===== src/eq_boost_params.svh =====
`ifndef EQ_BOOST_PARAMS_SVH
`define EQ_BOOST_PARAMS_SVH

// Register offsets within the channel page
`define EQB_OFS_PRESET13 8'h4d
`define EQB_OFS_PRESET14 8'h4e
`define EQB_OFS_PRESET15 8'h4f
`define EQB_OFS_READBACK 8'h52
`define EQB_OFS_ADAPT 8'h55

// Reset values
`define EQB_RST_PRESET13 8'ha5
`define EQB_RST_PRESET14 8'he6
`define EQB_RST_PRESET15 8'hf9
`define EQB_RST_READBACK 8'h00
`define EQB_RST_ADAPT 8'h00

// Adaptation control layout
`define EQB_ADAPT_RO_BIT 7
`define EQB_ADAPT_INIT_BIT 1
`define EQB_ADAPT_WR_MASK 8'h7f

// Answer to an unmapped read
`define EQB_UNMAPPED_DATA 8'h00

// Number of preset registers in this bank
`define EQB_NUM_PRESETS 3

`endif


===== src/eq_boost_pkg.sv =====
`default_nettype none

package eq_boost_pkg;

    // One register access from the serial management port front end
    typedef struct packed {
        logic wr;
        logic rd;
        logic [7:0] addr;
        logic [7:0] wdata;
    } reg_req_t;

    // Four 2-bit boost stage fields, stage 0 in the top bits
    typedef struct packed {
        logic [1:0] stage0;
        logic [1:0] stage1;
        logic [1:0] stage2;
        logic [1:0] stage3;
    } boost_stages_t;

    // Read answer
    typedef struct packed {
        logic valid;
        logic [7:0] data;
    } reg_rsp_t;

endpackage

`default_nettype wire


===== src/boost_preset_reg.sv =====
`timescale 1ns/1ps
`default_nettype none
`include "eq_boost_params.svh"

module boost_preset_reg
    import eq_boost_pkg::*;
#(
    parameter logic [7:0] OFFSET = `EQB_OFS_PRESET13,
    parameter logic [7:0] RESET_VALUE = `EQB_RST_PRESET13
) (
    input wire logic clock,
    input wire logic rstn,
    input wire reg_req_t req,
    output boost_stages_t value_r
);

    ////////////////////////////////////////////////////////////////////////
    // Preset storage, four read-write stage fields in one byte
    always_ff @(posedge clock) begin
        if (!rstn) begin
            value_r <= boost_stages_t'(RESET_VALUE);
        end else if (req.wr && req.addr == OFFSET) begin
            value_r <= boost_stages_t'(req.wdata); // see [RULE1]
        end
    end

endmodule // boost_preset_reg

`default_nettype wire


===== src/eq_boost_index_registers.sv =====
// Function
// [RULE1] Each preset holds four read-write 2-bit stage fields, stage 0 on top.
// [RULE2] Index 13 preset lives at 0x4D, resets to 0xA5.
// [RULE3] Index 14 preset lives at 0x4E, resets to 0xE6.
// [RULE4] Index 15 preset lives at 0x4F, resets to 0xF9.
// [RULE5] Read-only 0x52 shows boost applied to equalizer; 0x00 after reset.
// [RULE6] Adaptation control at 0x55 resets to 0x00; bit 7 read-only.
// [RULE7] Software sets adaptation control bit 1 during power-up init.
// [RULE8] Other reserved adaptation bits keep written values, no other effect.
`timescale 1ns/1ps
`default_nettype none
`include "eq_boost_params.svh"

module eq_boost_index_registers
    import eq_boost_pkg::*;
(
    input wire logic clock,
    input wire logic rstn,
    input wire reg_req_t reg_req,
    input wire logic [7:0] applied_boost_value,
    output reg_rsp_t reg_rsp_r,
    output boost_stages_t boost_preset_index13,
    output boost_stages_t boost_preset_index14,
    output boost_stages_t boost_preset_index15,
    output logic [7:0] low_rate_adapt_control,
    output logic adapt_init_enable
);

    ////////////////////////////////////////////////////////////////////////
    // Address decode helper
    function automatic logic addr_hit(input logic [7:0] addr,
                                      input logic [7:0] ofs);
        addr_hit = (addr == ofs);
    endfunction

    localparam logic [`EQB_NUM_PRESETS-1:0][7:0] PRESET_OFS = {
        `EQB_OFS_PRESET15, `EQB_OFS_PRESET14, `EQB_OFS_PRESET13};
    localparam logic [`EQB_NUM_PRESETS-1:0][7:0] PRESET_RST = {
        `EQB_RST_PRESET15, `EQB_RST_PRESET14, `EQB_RST_PRESET13};

    boost_stages_t preset_r [`EQB_NUM_PRESETS];
    logic [7:0] readback_r;
    logic [7:0] adapt_r;
    logic [7:0] rdata_nxt;

    ////////////////////////////////////////////////////////////////////////
    // Preset registers, one instance per boost index
    genvar gi;
    generate
        for (gi = 0; gi < `EQB_NUM_PRESETS; gi++) begin : g_preset
            boost_preset_reg #(
                .OFFSET(PRESET_OFS[gi]), // see [RULE2] [RULE3] [RULE4]
                .RESET_VALUE(PRESET_RST[gi])
            ) u_preset (
                .clock(clock),
                .rstn(rstn),
                .req(reg_req),
                .value_r(preset_r[gi])
            );
        end
    endgenerate

    assign boost_preset_index13 = preset_r[0];
    assign boost_preset_index14 = preset_r[1];
    assign boost_preset_index15 = preset_r[2];

    ////////////////////////////////////////////////////////////////////////
    // Applied boost capture; bus writes never reach it
    always_ff @(posedge clock) begin
        if (!rstn) begin
            readback_r <= `EQB_RST_READBACK;
        end else begin
            readback_r <= applied_boost_value; // see [RULE5]
        end
    end

    ////////////////////////////////////////////////////////////////////////
    // Low-rate adaptation control; bit 7 stays zero
    always_ff @(posedge clock) begin
        if (!rstn) begin
            adapt_r <= `EQB_RST_ADAPT; // see [RULE6]
        end else if (reg_req.wr && addr_hit(reg_req.addr, `EQB_OFS_ADAPT)) begin
            adapt_r <= reg_req.wdata & `EQB_ADAPT_WR_MASK; // see [RULE6] [RULE8]
        end
    end

    assign low_rate_adapt_control = adapt_r;
    // Init bit, which software sets at power-up
    assign adapt_init_enable = adapt_r[`EQB_ADAPT_INIT_BIT]; // see [RULE7]

    ////////////////////////////////////////////////////////////////////////
    // Read data select
    always_comb begin
        rdata_nxt = `EQB_UNMAPPED_DATA;
        if (addr_hit(reg_req.addr, `EQB_OFS_PRESET13)) begin
            rdata_nxt = preset_r[0];
        end else if (addr_hit(reg_req.addr, `EQB_OFS_PRESET14)) begin
            rdata_nxt = preset_r[1];
        end else if (addr_hit(reg_req.addr, `EQB_OFS_PRESET15)) begin
            rdata_nxt = preset_r[2];
        end else if (addr_hit(reg_req.addr, `EQB_OFS_READBACK)) begin
            rdata_nxt = readback_r; // see [RULE5]
        end else if (addr_hit(reg_req.addr, `EQB_OFS_ADAPT)) begin
            rdata_nxt = adapt_r;
        end
    end

    ////////////////////////////////////////////////////////////////////////
    // Registered read answer, one cycle after the request
    always_ff @(posedge clock) begin
        if (!rstn) begin
            reg_rsp_r <= '0;
        end else begin
            reg_rsp_r.valid <= reg_req.rd;
            if (reg_req.rd) begin
                reg_rsp_r.data <= rdata_nxt;
            end
        end
    end

    ////////////////////////////////////////////////////////////////////////
    // Checks
    logic wr13, wr14, wr15, wr_rb, wr_ad, rd_any;
    assign wr13 = reg_req.wr && addr_hit(reg_req.addr, `EQB_OFS_PRESET13);
    assign wr14 = reg_req.wr && addr_hit(reg_req.addr, `EQB_OFS_PRESET14);
    assign wr15 = reg_req.wr && addr_hit(reg_req.addr, `EQB_OFS_PRESET15);
    assign wr_rb = reg_req.wr && addr_hit(reg_req.addr, `EQB_OFS_READBACK);
    assign wr_ad = reg_req.wr && addr_hit(reg_req.addr, `EQB_OFS_ADAPT);
    assign rd_any = reg_req.rd;

    a_preset_reset: assert property ( // see [RULE2] [RULE3] [RULE4]
        @(posedge clock) !rstn |=>
            (boost_preset_index13 == `EQB_RST_PRESET13) &&
            (boost_preset_index14 == `EQB_RST_PRESET14) &&
            (boost_preset_index15 == `EQB_RST_PRESET15))
        else $error("Preset reset value wrong");

    a_other_reset: assert property ( // see [RULE5] [RULE6]
        @(posedge clock) !rstn |=>
            (readback_r == `EQB_RST_READBACK) &&
            (low_rate_adapt_control == `EQB_RST_ADAPT))
        else $error("Readback or adaptation reset value wrong");

    a_preset13_write: assert property ( // see [RULE2]
        @(posedge clock) disable iff (!rstn)
        wr13 |=> boost_preset_index13 == $past(reg_req.wdata))
        else $error("Index 13 write lost");

    a_preset14_stage: assert property ( // see [RULE1] [RULE3]
        @(posedge clock) disable iff (!rstn)
        wr14 |=> boost_preset_index14.stage0 == $past(reg_req.wdata[7:6]) &&
                 boost_preset_index14.stage3 == $past(reg_req.wdata[1:0]))
        else $error("Index 14 stage fields misplaced");

    a_preset15_hold: assert property ( // see [RULE4]
        @(posedge clock) disable iff (!rstn)
        !wr15 ##1 rstn |-> $stable(boost_preset_index15))
        else $error("Index 15 changed without a write");

    a_readback_value: assert property ( // see [RULE5]
        @(posedge clock) disable iff (!rstn)
        rd_any && addr_hit(reg_req.addr, `EQB_OFS_READBACK) ##1 rstn |->
            reg_rsp_r.valid &&
            reg_rsp_r.data == $past(applied_boost_value, 2))
        else $error("Readback does not follow applied boost");

    a_readback_ro: assert property ( // see [RULE5]
        @(posedge clock) disable iff (!rstn)
        wr_rb && reg_req.wdata != applied_boost_value |=>
            readback_r == $past(applied_boost_value))
        else $error("Write reached the readback register");

    a_adapt_bit7: assert property ( // see [RULE6]
        @(posedge clock) disable iff (!rstn)
        wr_ad |=> !low_rate_adapt_control[`EQB_ADAPT_RO_BIT] &&
                  low_rate_adapt_control[6:0] == $past(reg_req.wdata[6:0]))
        else $error("Adaptation write wrong or bit 7 set");

    a_adapt_hold: assert property ( // see [RULE8]
        @(posedge clock) disable iff (!rstn)
        !wr_ad ##1 rstn |-> $stable(low_rate_adapt_control))
        else $error("Adaptation control changed without a write");

    a_init_bit: assert property ( // see [RULE7]
        @(posedge clock) disable iff (!rstn)
        adapt_init_enable == low_rate_adapt_control[`EQB_ADAPT_INIT_BIT])
        else $error("Init bit does not follow adaptation control");

    a_unmapped_read: assert property (
        @(posedge clock) disable iff (!rstn)
        rd_any && !addr_hit(reg_req.addr, `EQB_OFS_PRESET13) &&
        !addr_hit(reg_req.addr, `EQB_OFS_PRESET14) &&
        !addr_hit(reg_req.addr, `EQB_OFS_PRESET15) &&
        !addr_hit(reg_req.addr, `EQB_OFS_READBACK) &&
        !addr_hit(reg_req.addr, `EQB_OFS_ADAPT) |=>
            reg_rsp_r.data == `EQB_UNMAPPED_DATA)
        else $error("Unmapped read not zero");

    c_preset_write: cover property (
        @(posedge clock) disable iff (!rstn) wr13 ##1 wr14 ##1 wr15);

    c_readback_read: cover property (
        @(posedge clock) disable iff (!rstn)
        rd_any && addr_hit(reg_req.addr, `EQB_OFS_READBACK) ##1
        reg_rsp_r.data != `EQB_RST_READBACK);

    c_init_set: cover property (
        @(posedge clock) disable iff (!rstn) $rose(adapt_init_enable));

    c_write_then_read: cover property (
        @(posedge clock) disable iff (!rstn)
        wr_ad ##1 rd_any && addr_hit(reg_req.addr, `EQB_OFS_ADAPT));

endmodule // eq_boost_index_registers

`default_nettype wire


===== config.mk =====
export PLATFORM = sky130hd
export DESIGN_NAME = eq_boost_index_registers
export DESIGN_NICKNAME = d
export VERILOG_FILES = /design/src/eq_boost_pkg.sv /design/src/boost_preset_reg.sv /design/src/eq_boost_index_registers.sv
export VERILOG_INCLUDE_DIRS = /design/src
export SDC_FILE = /design/constraint.sdc
export NUM_CORES = 1
export LEC_CHECK = 0
export BUFFER_PORTS_ARGS = -buffer_cell sky130_fd_sc_hd__buf_2
export CAP_MARGIN = 20
export CORE_ASPECT_RATIO = 1.4
export CORE_UTILIZATION = 45
export CTS_BUF_LIST = sky130_fd_sc_hd__clkbuf_8
export DETAILED_ROUTE_END_ITERATION = 16
export PLACE_DENSITY_LB_ADDON = 0.08
export SLEW_MARGIN = 25
export SYNTH_ARGS = -nofsm -noshare
export SYNTH_HDL_FRONTEND = slang
export SYNTH_SLANG_ARGS = --single-unit

===== constraint.sdc =====
create_clock -name clock -period 1.41 [get_ports clock]
set_input_delay 0.141 -clock clock [delete_from_list [all_inputs] [get_ports clock]]
set_output_delay 0.141 -clock clock [all_outputs]
set_load 0.01 [all_outputs]

==> out/qor.txt, run 1 <==
Status - completed
Fraction of layout cells with a size suffix above 1 - 33.3%
Hold Violations, Final - 0
Hold depth - 2
Seq cells post-synth - 48
WP data required - 1600 ps
Highest Clock Rate - 852 MHz
Die area - 4860 sq um
Row Count - 28
XOR/XNOR share of the synthesized area - 0%
Reg2reg setup slack - 330 ps
Syn avg cell area - 9.36 sq um
Post-synth EDFFs - 0
Net switching fraction of the power - 23.9%
Most frequent cell after synthesis - dfxtp_1
Reg-to-Reg Start - g_preset[0].u_preset.value_r[0]$_SDFFE_PN1P_
Clk buf depth - 2
Net switching power - 0.562 mW
Async SR Flop Fraction - 0%
Post-Syn Nets - 248
Register area share after synthesis - 46.7%
PwrDens - 902 nW/um^2
Initial DRT Pass Iterations - 4
CTS resizes - 0
Lkg Pwr - 1.24 nW
CTS tree - built
Vias/cell - 5.39
IO Count - 70
Fin util - 60.5%
Clock transition at the registers of the reported paths - 80 ps
Crit share post-route - 83.2%
Largest family of logic cells by synthesized area - simple AND/OR/NAND/NOR gates
Synth Flop Type - dfxtp_1
Crit Path Max Fanout - 7
Placer Congestion - 0.821
Synth warnings - 0
Worst R2R End - reg_rsp_r[0]$_SDFFE_PN0P_
Post-synthesis cell area - 2060 sq um
Post-route setup slack - 237 ps
Worst setup EP type - register
N_diodes - 0
Initial antenna violation count - 0
R2R cell count - 4
Synth Area in Adders - 0%
Place WS - -70.2 ps
Critical Path AT - 1370 ps
Setup-failing EPs final - 0
Final min period - 1170 ps
Antenna-violating nets left - 0
Fillcell total - 430
Worst Hold Endpoint - readback_r[1]$_SDFF_PN0_
CP startpoint kind - input pin
Synth Area in Compound Gates - 15.9%
First-pass GRT wire length - 8440 microns
Worst Hold Class - in -> reg
Hold_buf cts - 0
Fin nets - 324
Crit Path Class - in -> reg
GRT Total Usage - 24.2%
Top post-synthesis cells by count - dfxtp_1, nand2_1, mux2i_1
Starting Density - 47.8%
Cts bufs inserted - 5
Int Pwr - 1.79 mW
Area Growth Syn to Fin - 26.5%
Mux cell area share after synthesis - 10.7%
Max cap viols - 0
Initial DRC Count - 80
Gate power share - 8.1%
Routed length per instance - 15.6 microns
Flop pwr share - 58.5%
Cells after synthesis - 220
RSZ-0062 raised after global routing - false
Clock group share of total power - 33.3%
Hold Crit Start - applied_boost_value[1]
Synth unique cells - 35
Clk root buf - clkbuf_8
H-tree depth - 2
Postcts setup bufs - 0
Core box area - 4310 sq um
HPWL after DPL - 3990 microns
Sink Count - 48
Slew Limit Fails - 0
Vias - 1,924
Synth area leader - dfxtp_1
Synth Area in Simple Gates - 22.1%
Number of port buffers - 68
Synth top area cells - dfxtp_1, mux2i_1, nand2_1, nand3_1, nor2b_1
Vias in the first global route - 1,720
Final WL - 5580 microns
Layout Skew - 2.23 ps
Synth top area share - 46.7%
Peak VDD IR - 636 uV
# DRC - 0
Pin count of the biggest net entering global routing - 22
Die Width - 59.2 microns
Gr ovfl total - 0
Later-pin clock latency in the skew report - 300 ps
Height of the die - 82.0 microns
how the worst max path moves through the flow:
stage / slack, ps / to / cells past startpoint / from
final: 240 / low_rate_adapt_control[5]$_SDFFE_PN0P_ / 5 / reg_req[13]
after global routing: 150 / g_preset[1].u_preset.value_r[7]$_SDFFE_PN1P_ / 7 / reg_req[13]
after detailed placement: -70 / low_rate_adapt_control[5]$_SDFFE_PN0P_ / 5 / reg_req[13]
after global placement: -30 / g_preset[1].u_preset.value_r[5]$_SDFFE_PN1P_ / 7 / reg_req[13]
after CTS: 250 / low_rate_adapt_control[5]$_SDFFE_PN0P_ / 5 / reg_req[13]
after floorplan: 180 / low_rate_adapt_control[0]$_SDFFE_PN0P_ / 5 / reg_req[13]
registers in the layout, summed over array words and instances (netlist names):
register	count
g_preset.u_preset.value_r	24
readback_r	8
low_rate_adapt_control	7
reg_rsp_r	9
worst max-delay path: stages:
cell and delay, ps:
buf_2 120, nor3b_4 330, and4_2 470, mux2i_1 250, nor2b_1 60
per-stage QoR:
stage	area [sq um]	hold slack [ps]	TNS [ps]	cells	power [mW]
finish	2610	41.5	0	357	2.35
global route	2610	38.0	0	357	2.46
floorplan	2060	266	0	220	1.50
global placement	2520	348	-139	349	1.60
detailed placement	2520	351	-704	349	1.60
CTS	2610	37.5	0	357	2.37
routing by layer:
layer / vias up / share of wire [%] / track usage [%]
li1: 934 / - / -
met1: 903 / 43 / 30.1
met2: 76 / 49 / 40.3
met3: 11 / 5.5 / 4.57
met4: 0 / 2.2 / 10.7
met5: - / 0 / 0
cells by family (layout without fill, tap and decap cells):
logic type             count (synthesis)  count (layout)
buffers and inverters                 20              97
multiplexers                          22              22
flip-flops                            48              48
AND/OR/NAND/NOR                       83              83
AO/OA/AOI/OAI                         46              46
other                                  1               1
power groups by stage:
stage          sequential, mW  clock, mW  combinational [mW]
2_1_floorplan            1.41          0              0.0957
3_3_place_gp             1.41          0               0.190
3_5_place_dp             1.41          0               0.191
6_report                 1.38      0.783               0.191
5_1_grt                  1.38      0.872               0.208
4_1_cts                  1.38      0.804               0.191
area by class of cell:
| class | count | area (sq um) | share of cell area, % |
|---|---|---|---|
| clock buffer | 5 | 68.8 | 2.64 |
| multi-input combinational | 152 | 1000 | 38.6 |
| clock inverter | 3 | 16.3 | 0.624 |
| timing repair buffer | 84 | 460 | 17.7 |
| tap | 60 | 75.1 | 2.88 |
| inverter | 5 | 18.8 | 0.720 |
| sequential | 48 | 961 | 36.9 |
placed cells by master (no fill, tap or decap), types with 7 or more instances in the layout:
cell and instances:
a21oi_1 7, a22oi_1 8, and2_1 9, buf_2 68, buf_4 16, dfxtp_1 48, inv_1 7, mux2i_1 22
nand2_1 25, nand3_1 16, nor2_1 12, nor2b_1 10, o21ai_0 10
Power figures use the tool's default switching activity.
==> run 2: changes to the inputs <==
ABC_AREA = 1   (was not set)
clock period = 1 ns   (was 1.41 ns; I/O delays follow)
==> run 2 against run 1 <==
- final area up 8.6%
- flip-flop and latch count is the same
- count of clock-buffer cells in the layout is 1 higher
- clock power grew 88%
- largest power group unchanged
==> out/qor.txt, run 2 <==
Status - completed
Synth area leader - dfxtp_1
Post-synth EDFFs - 0 (unchanged)
Top post-synthesis cells by count - nand2_1, dfxtp_1, nand3_1
Synth top area share - 45.4% (-1.3 points)
Top flop regs - g_preset.u_preset.value_r (24), reg_rsp_r (9), readback_r (8)
Initial DRC Count - 178 (+120%)
Register area - 962 sq um (+0.13%)
Pin count of the biggest net entering global routing - 27 (+23%)
Placed Area - 2610 sq um (+3.7%)
Design Area, Final - 2830 sq um (+8.6%)
Layout Skew - 7.65 ps (+5.42 ps)
Critical Path AT - 830 ps (-540 ps)
Cts bufs inserted - 5 (unchanged)
Clk buf depth - 2 (unchanged)
Crit Path Class - reg -> out
Post-synthesis cell area - 2120 sq um (+2.8%)
Row Count - 29 (+3.6%)
Die Width - 60.0 microns (+1.3%)
Area Growth Syn to Fin - 33.6%
Mux cell area share after synthesis - 0% (-11 points)
CP startpoint kind - register
Peak VDD IR - 1070 uV (+69%)
CTS tree - built
RSZ-0062 raised after global routing - false
Initial DRT Pass Iterations - 4 (unchanged)
GRT Total Usage - 23.8% (-0.44 points)
Antenna-violating nets left - 0 (unchanged)
Placer Congestion - 0.823 (+0.19%)
CP cell instances - buf_2
Worst Hold Class - in -> reg
Fin util - 62.4% (+1.9 points)
Vias in the first global route - 1,908 (+11%)
Die area - 4990 sq um (+2.7%)
Synth Flop Type - dfxtp_1
Place WS - -222 ps (-152 ps)
Synth Area in Simple Gates - 29.0% (+6.9 points)
Post-route setup slack - 67.6 ps (-169 ps)
H-tree depth - 2 (unchanged)
Commonest non-fill, non-tap cells in the layout - buf_2, nand2_1, dfxtp_1, nand3_1
Clk root buf - clkbuf_8
Seq cells post-synth - 48 (unchanged)
Sink Count - 48 (unchanged)
Hold Violations, Final - 0 (unchanged)
Postcts setup bufs - 0 (unchanged)
Max cap viols - 0 (unchanged)
Critical-path top delay cell - dfxtp_1
Final min period - 932 ps
Later-pin clock latency in the skew report - 300 ps (about the same)
N_diodes - 0 (unchanged)
Highest Clock Rate - 1070 MHz
Synth Area in Adders - 0% (unchanged)
Slew Limit Fails - 0 (unchanged)
Number of port buffers - 68 (unchanged)
HPWL after DPL - 4090 microns (+2.7%)
Clock transition at the registers of the reported paths - 100 ps (+20 ps)
Fraction of layout cells with a size suffix above 1 - 31.6% (-1.7 points)
XOR/XNOR share of the synthesized area - 0% (unchanged)
Async SR Flop Fraction - 0% (unchanged)
Register area share after synthesis - 45.4% (-1.3 points)
Final WL - 5560 microns (-0.34%)
WP data required - 900 ps (-700 ps)
PwrDens - 1310 nW/um^2 (+46%)
CP peak stage delay - 380 ps (-90 ps)
Setup-failing EPs final - 0 (unchanged)
Crit Path Max Fanout - 3 (-4)
Synth warnings - 0 (unchanged)
Vias - 2,085 (+8.4%)
Core box area - 4540 sq um (+5.3%)
Routed length per instance - 13.0 microns (-16%)
Cells after synthesis - 276 (+25%)
First-pass GRT wire length - 8910 microns (+5.6%)
Largest family of logic cells by synthesized area - simple AND/OR/NAND/NOR gates
Height of the die - 83.2 microns (+1.4%)
Crit share post-route - 93.2%
Hold_ws - 33.1 ps (-8.46 ps)
Initial antenna violation count - 0 (unchanged)
Post-Syn Nets - 304 (+23%)
Multi-input logic area - 970 sq um (-3.5%)
Most common cell after layout, fill and taps aside - buf_2
Synth top area cells - dfxtp_1, nand2_1, nand3_1, a21oi_1, inv_1
Most frequent cell after synthesis - nand2_1
Starting Density - 46.7% (-1.1 points)
Synth unique cells - 25 (-29%)
Largest register FFs - 24 (unchanged)
Vias/cell - 4.89 (-9.2%)
IO Count - 70 (unchanged)
Dpl cells - 411 (+18%)
Fin nets - 391 (+21%)
Lkg Pwr - 1.40 nW (+13%)
# DRC - 0 (unchanged)
Worst Path Buf+Inv - 1 (unchanged)
CP delay by family, top - flip-flops
Worst setup EP type - primary output
Fillcell total - 407 (-5.3%)
Reg with most FFs - g_preset.u_preset.value_r
Gr ovfl total - 0 (unchanged)
Non-Filler Instances - 426 (+19%)
Synth Area in Compound Gates - 15.7% (-0.14 points)
Syn avg cell area - 7.67 sq um (-18%)
[run 2: cell types whose count changed after synthesis, sizes merged, moves of 9 or more]
cell	change
nand3	+31
inv	+27
nand2	+37
o21ai	+18
and2	-9
nor2b	-10
a21oi	+21
mux2i	-22
[run 2: cells by family (layout without fill, tap and decap cells)]
logic type / Yosys count / count (layout)
other: 1 / 1
buffers and inverters: 46 / 134
AO/OA/AOI/OAI: 63 / 63
flip-flops: 48 / 48
AND/OR/NAND/NOR: 118 / 118
[run 2: final cells by class]
class | count | area share (%)
sequential | 48 | 34.0
timing repair buffer | 91 | 19.7
inverter | 35 | 4.95
clock buffer | 6 | 2.92
tap | 62 | 2.74
multi-input combinational | 182 | 34.3
clock inverter | 2 | 1.37
[run 2: timing repair]
action,CTS,global route
hold buffers,8,0
hold endpoints to repair,8,0
setup endpoints to repair,2,4
resized for setup,0,6
[run 2: worst paths after layout]
path	endpoint	start	slack [ps]	cells past startpoint
worst min-delay path	g_preset[1].u_preset.value_r[7]$_SDFFE_PN1P_	reg_req[7]	30	3
worst max register to register	reg_rsp_r[4]$_SDFFE_PN0P_	g_preset[2].u_preset.value_r[4]$_SDFFE_PN1P_	140	4
worst min register to register	low_rate_adapt_control[2]$_SDFFE_PN0P_	low_rate_adapt_control[2]$_SDFFE_PN0P_	460	2
worst max-delay path	boost_preset_index14[7]	g_preset[1].u_preset.value_r[7]$_SDFFE_PN1P_	70	1
[run 2: stage by stage]
| step | setup TNS, ps | total power [mW] |
|---|---|---|
| final | 0 | 3.72 |
| after global routing | 0 | 3.89 |
| after CTS | -8.90 | 3.76 |
| after detailed placement | -4820 | 2.27 |
| after global placement | -4400 | 2.27 |
| after floorplan | 0 | 2.13 |
[run 2: where the power goes]
part           internal [mW]  switching (mW)  total (mW)
combinational          0.129           0.182       0.311
sequential              1.93         0.00683        1.94
clock                  0.818           0.650        1.47
[run 2: layer usage]
metal	global-route usage, %	vias to the layer above	routed length [microns]
li1	-	1075	-
met5	0	-	0
met2	39.1	59	2760
met3	4.52	5	270
met1	30.6	946	2480
met4	7.61	0	46
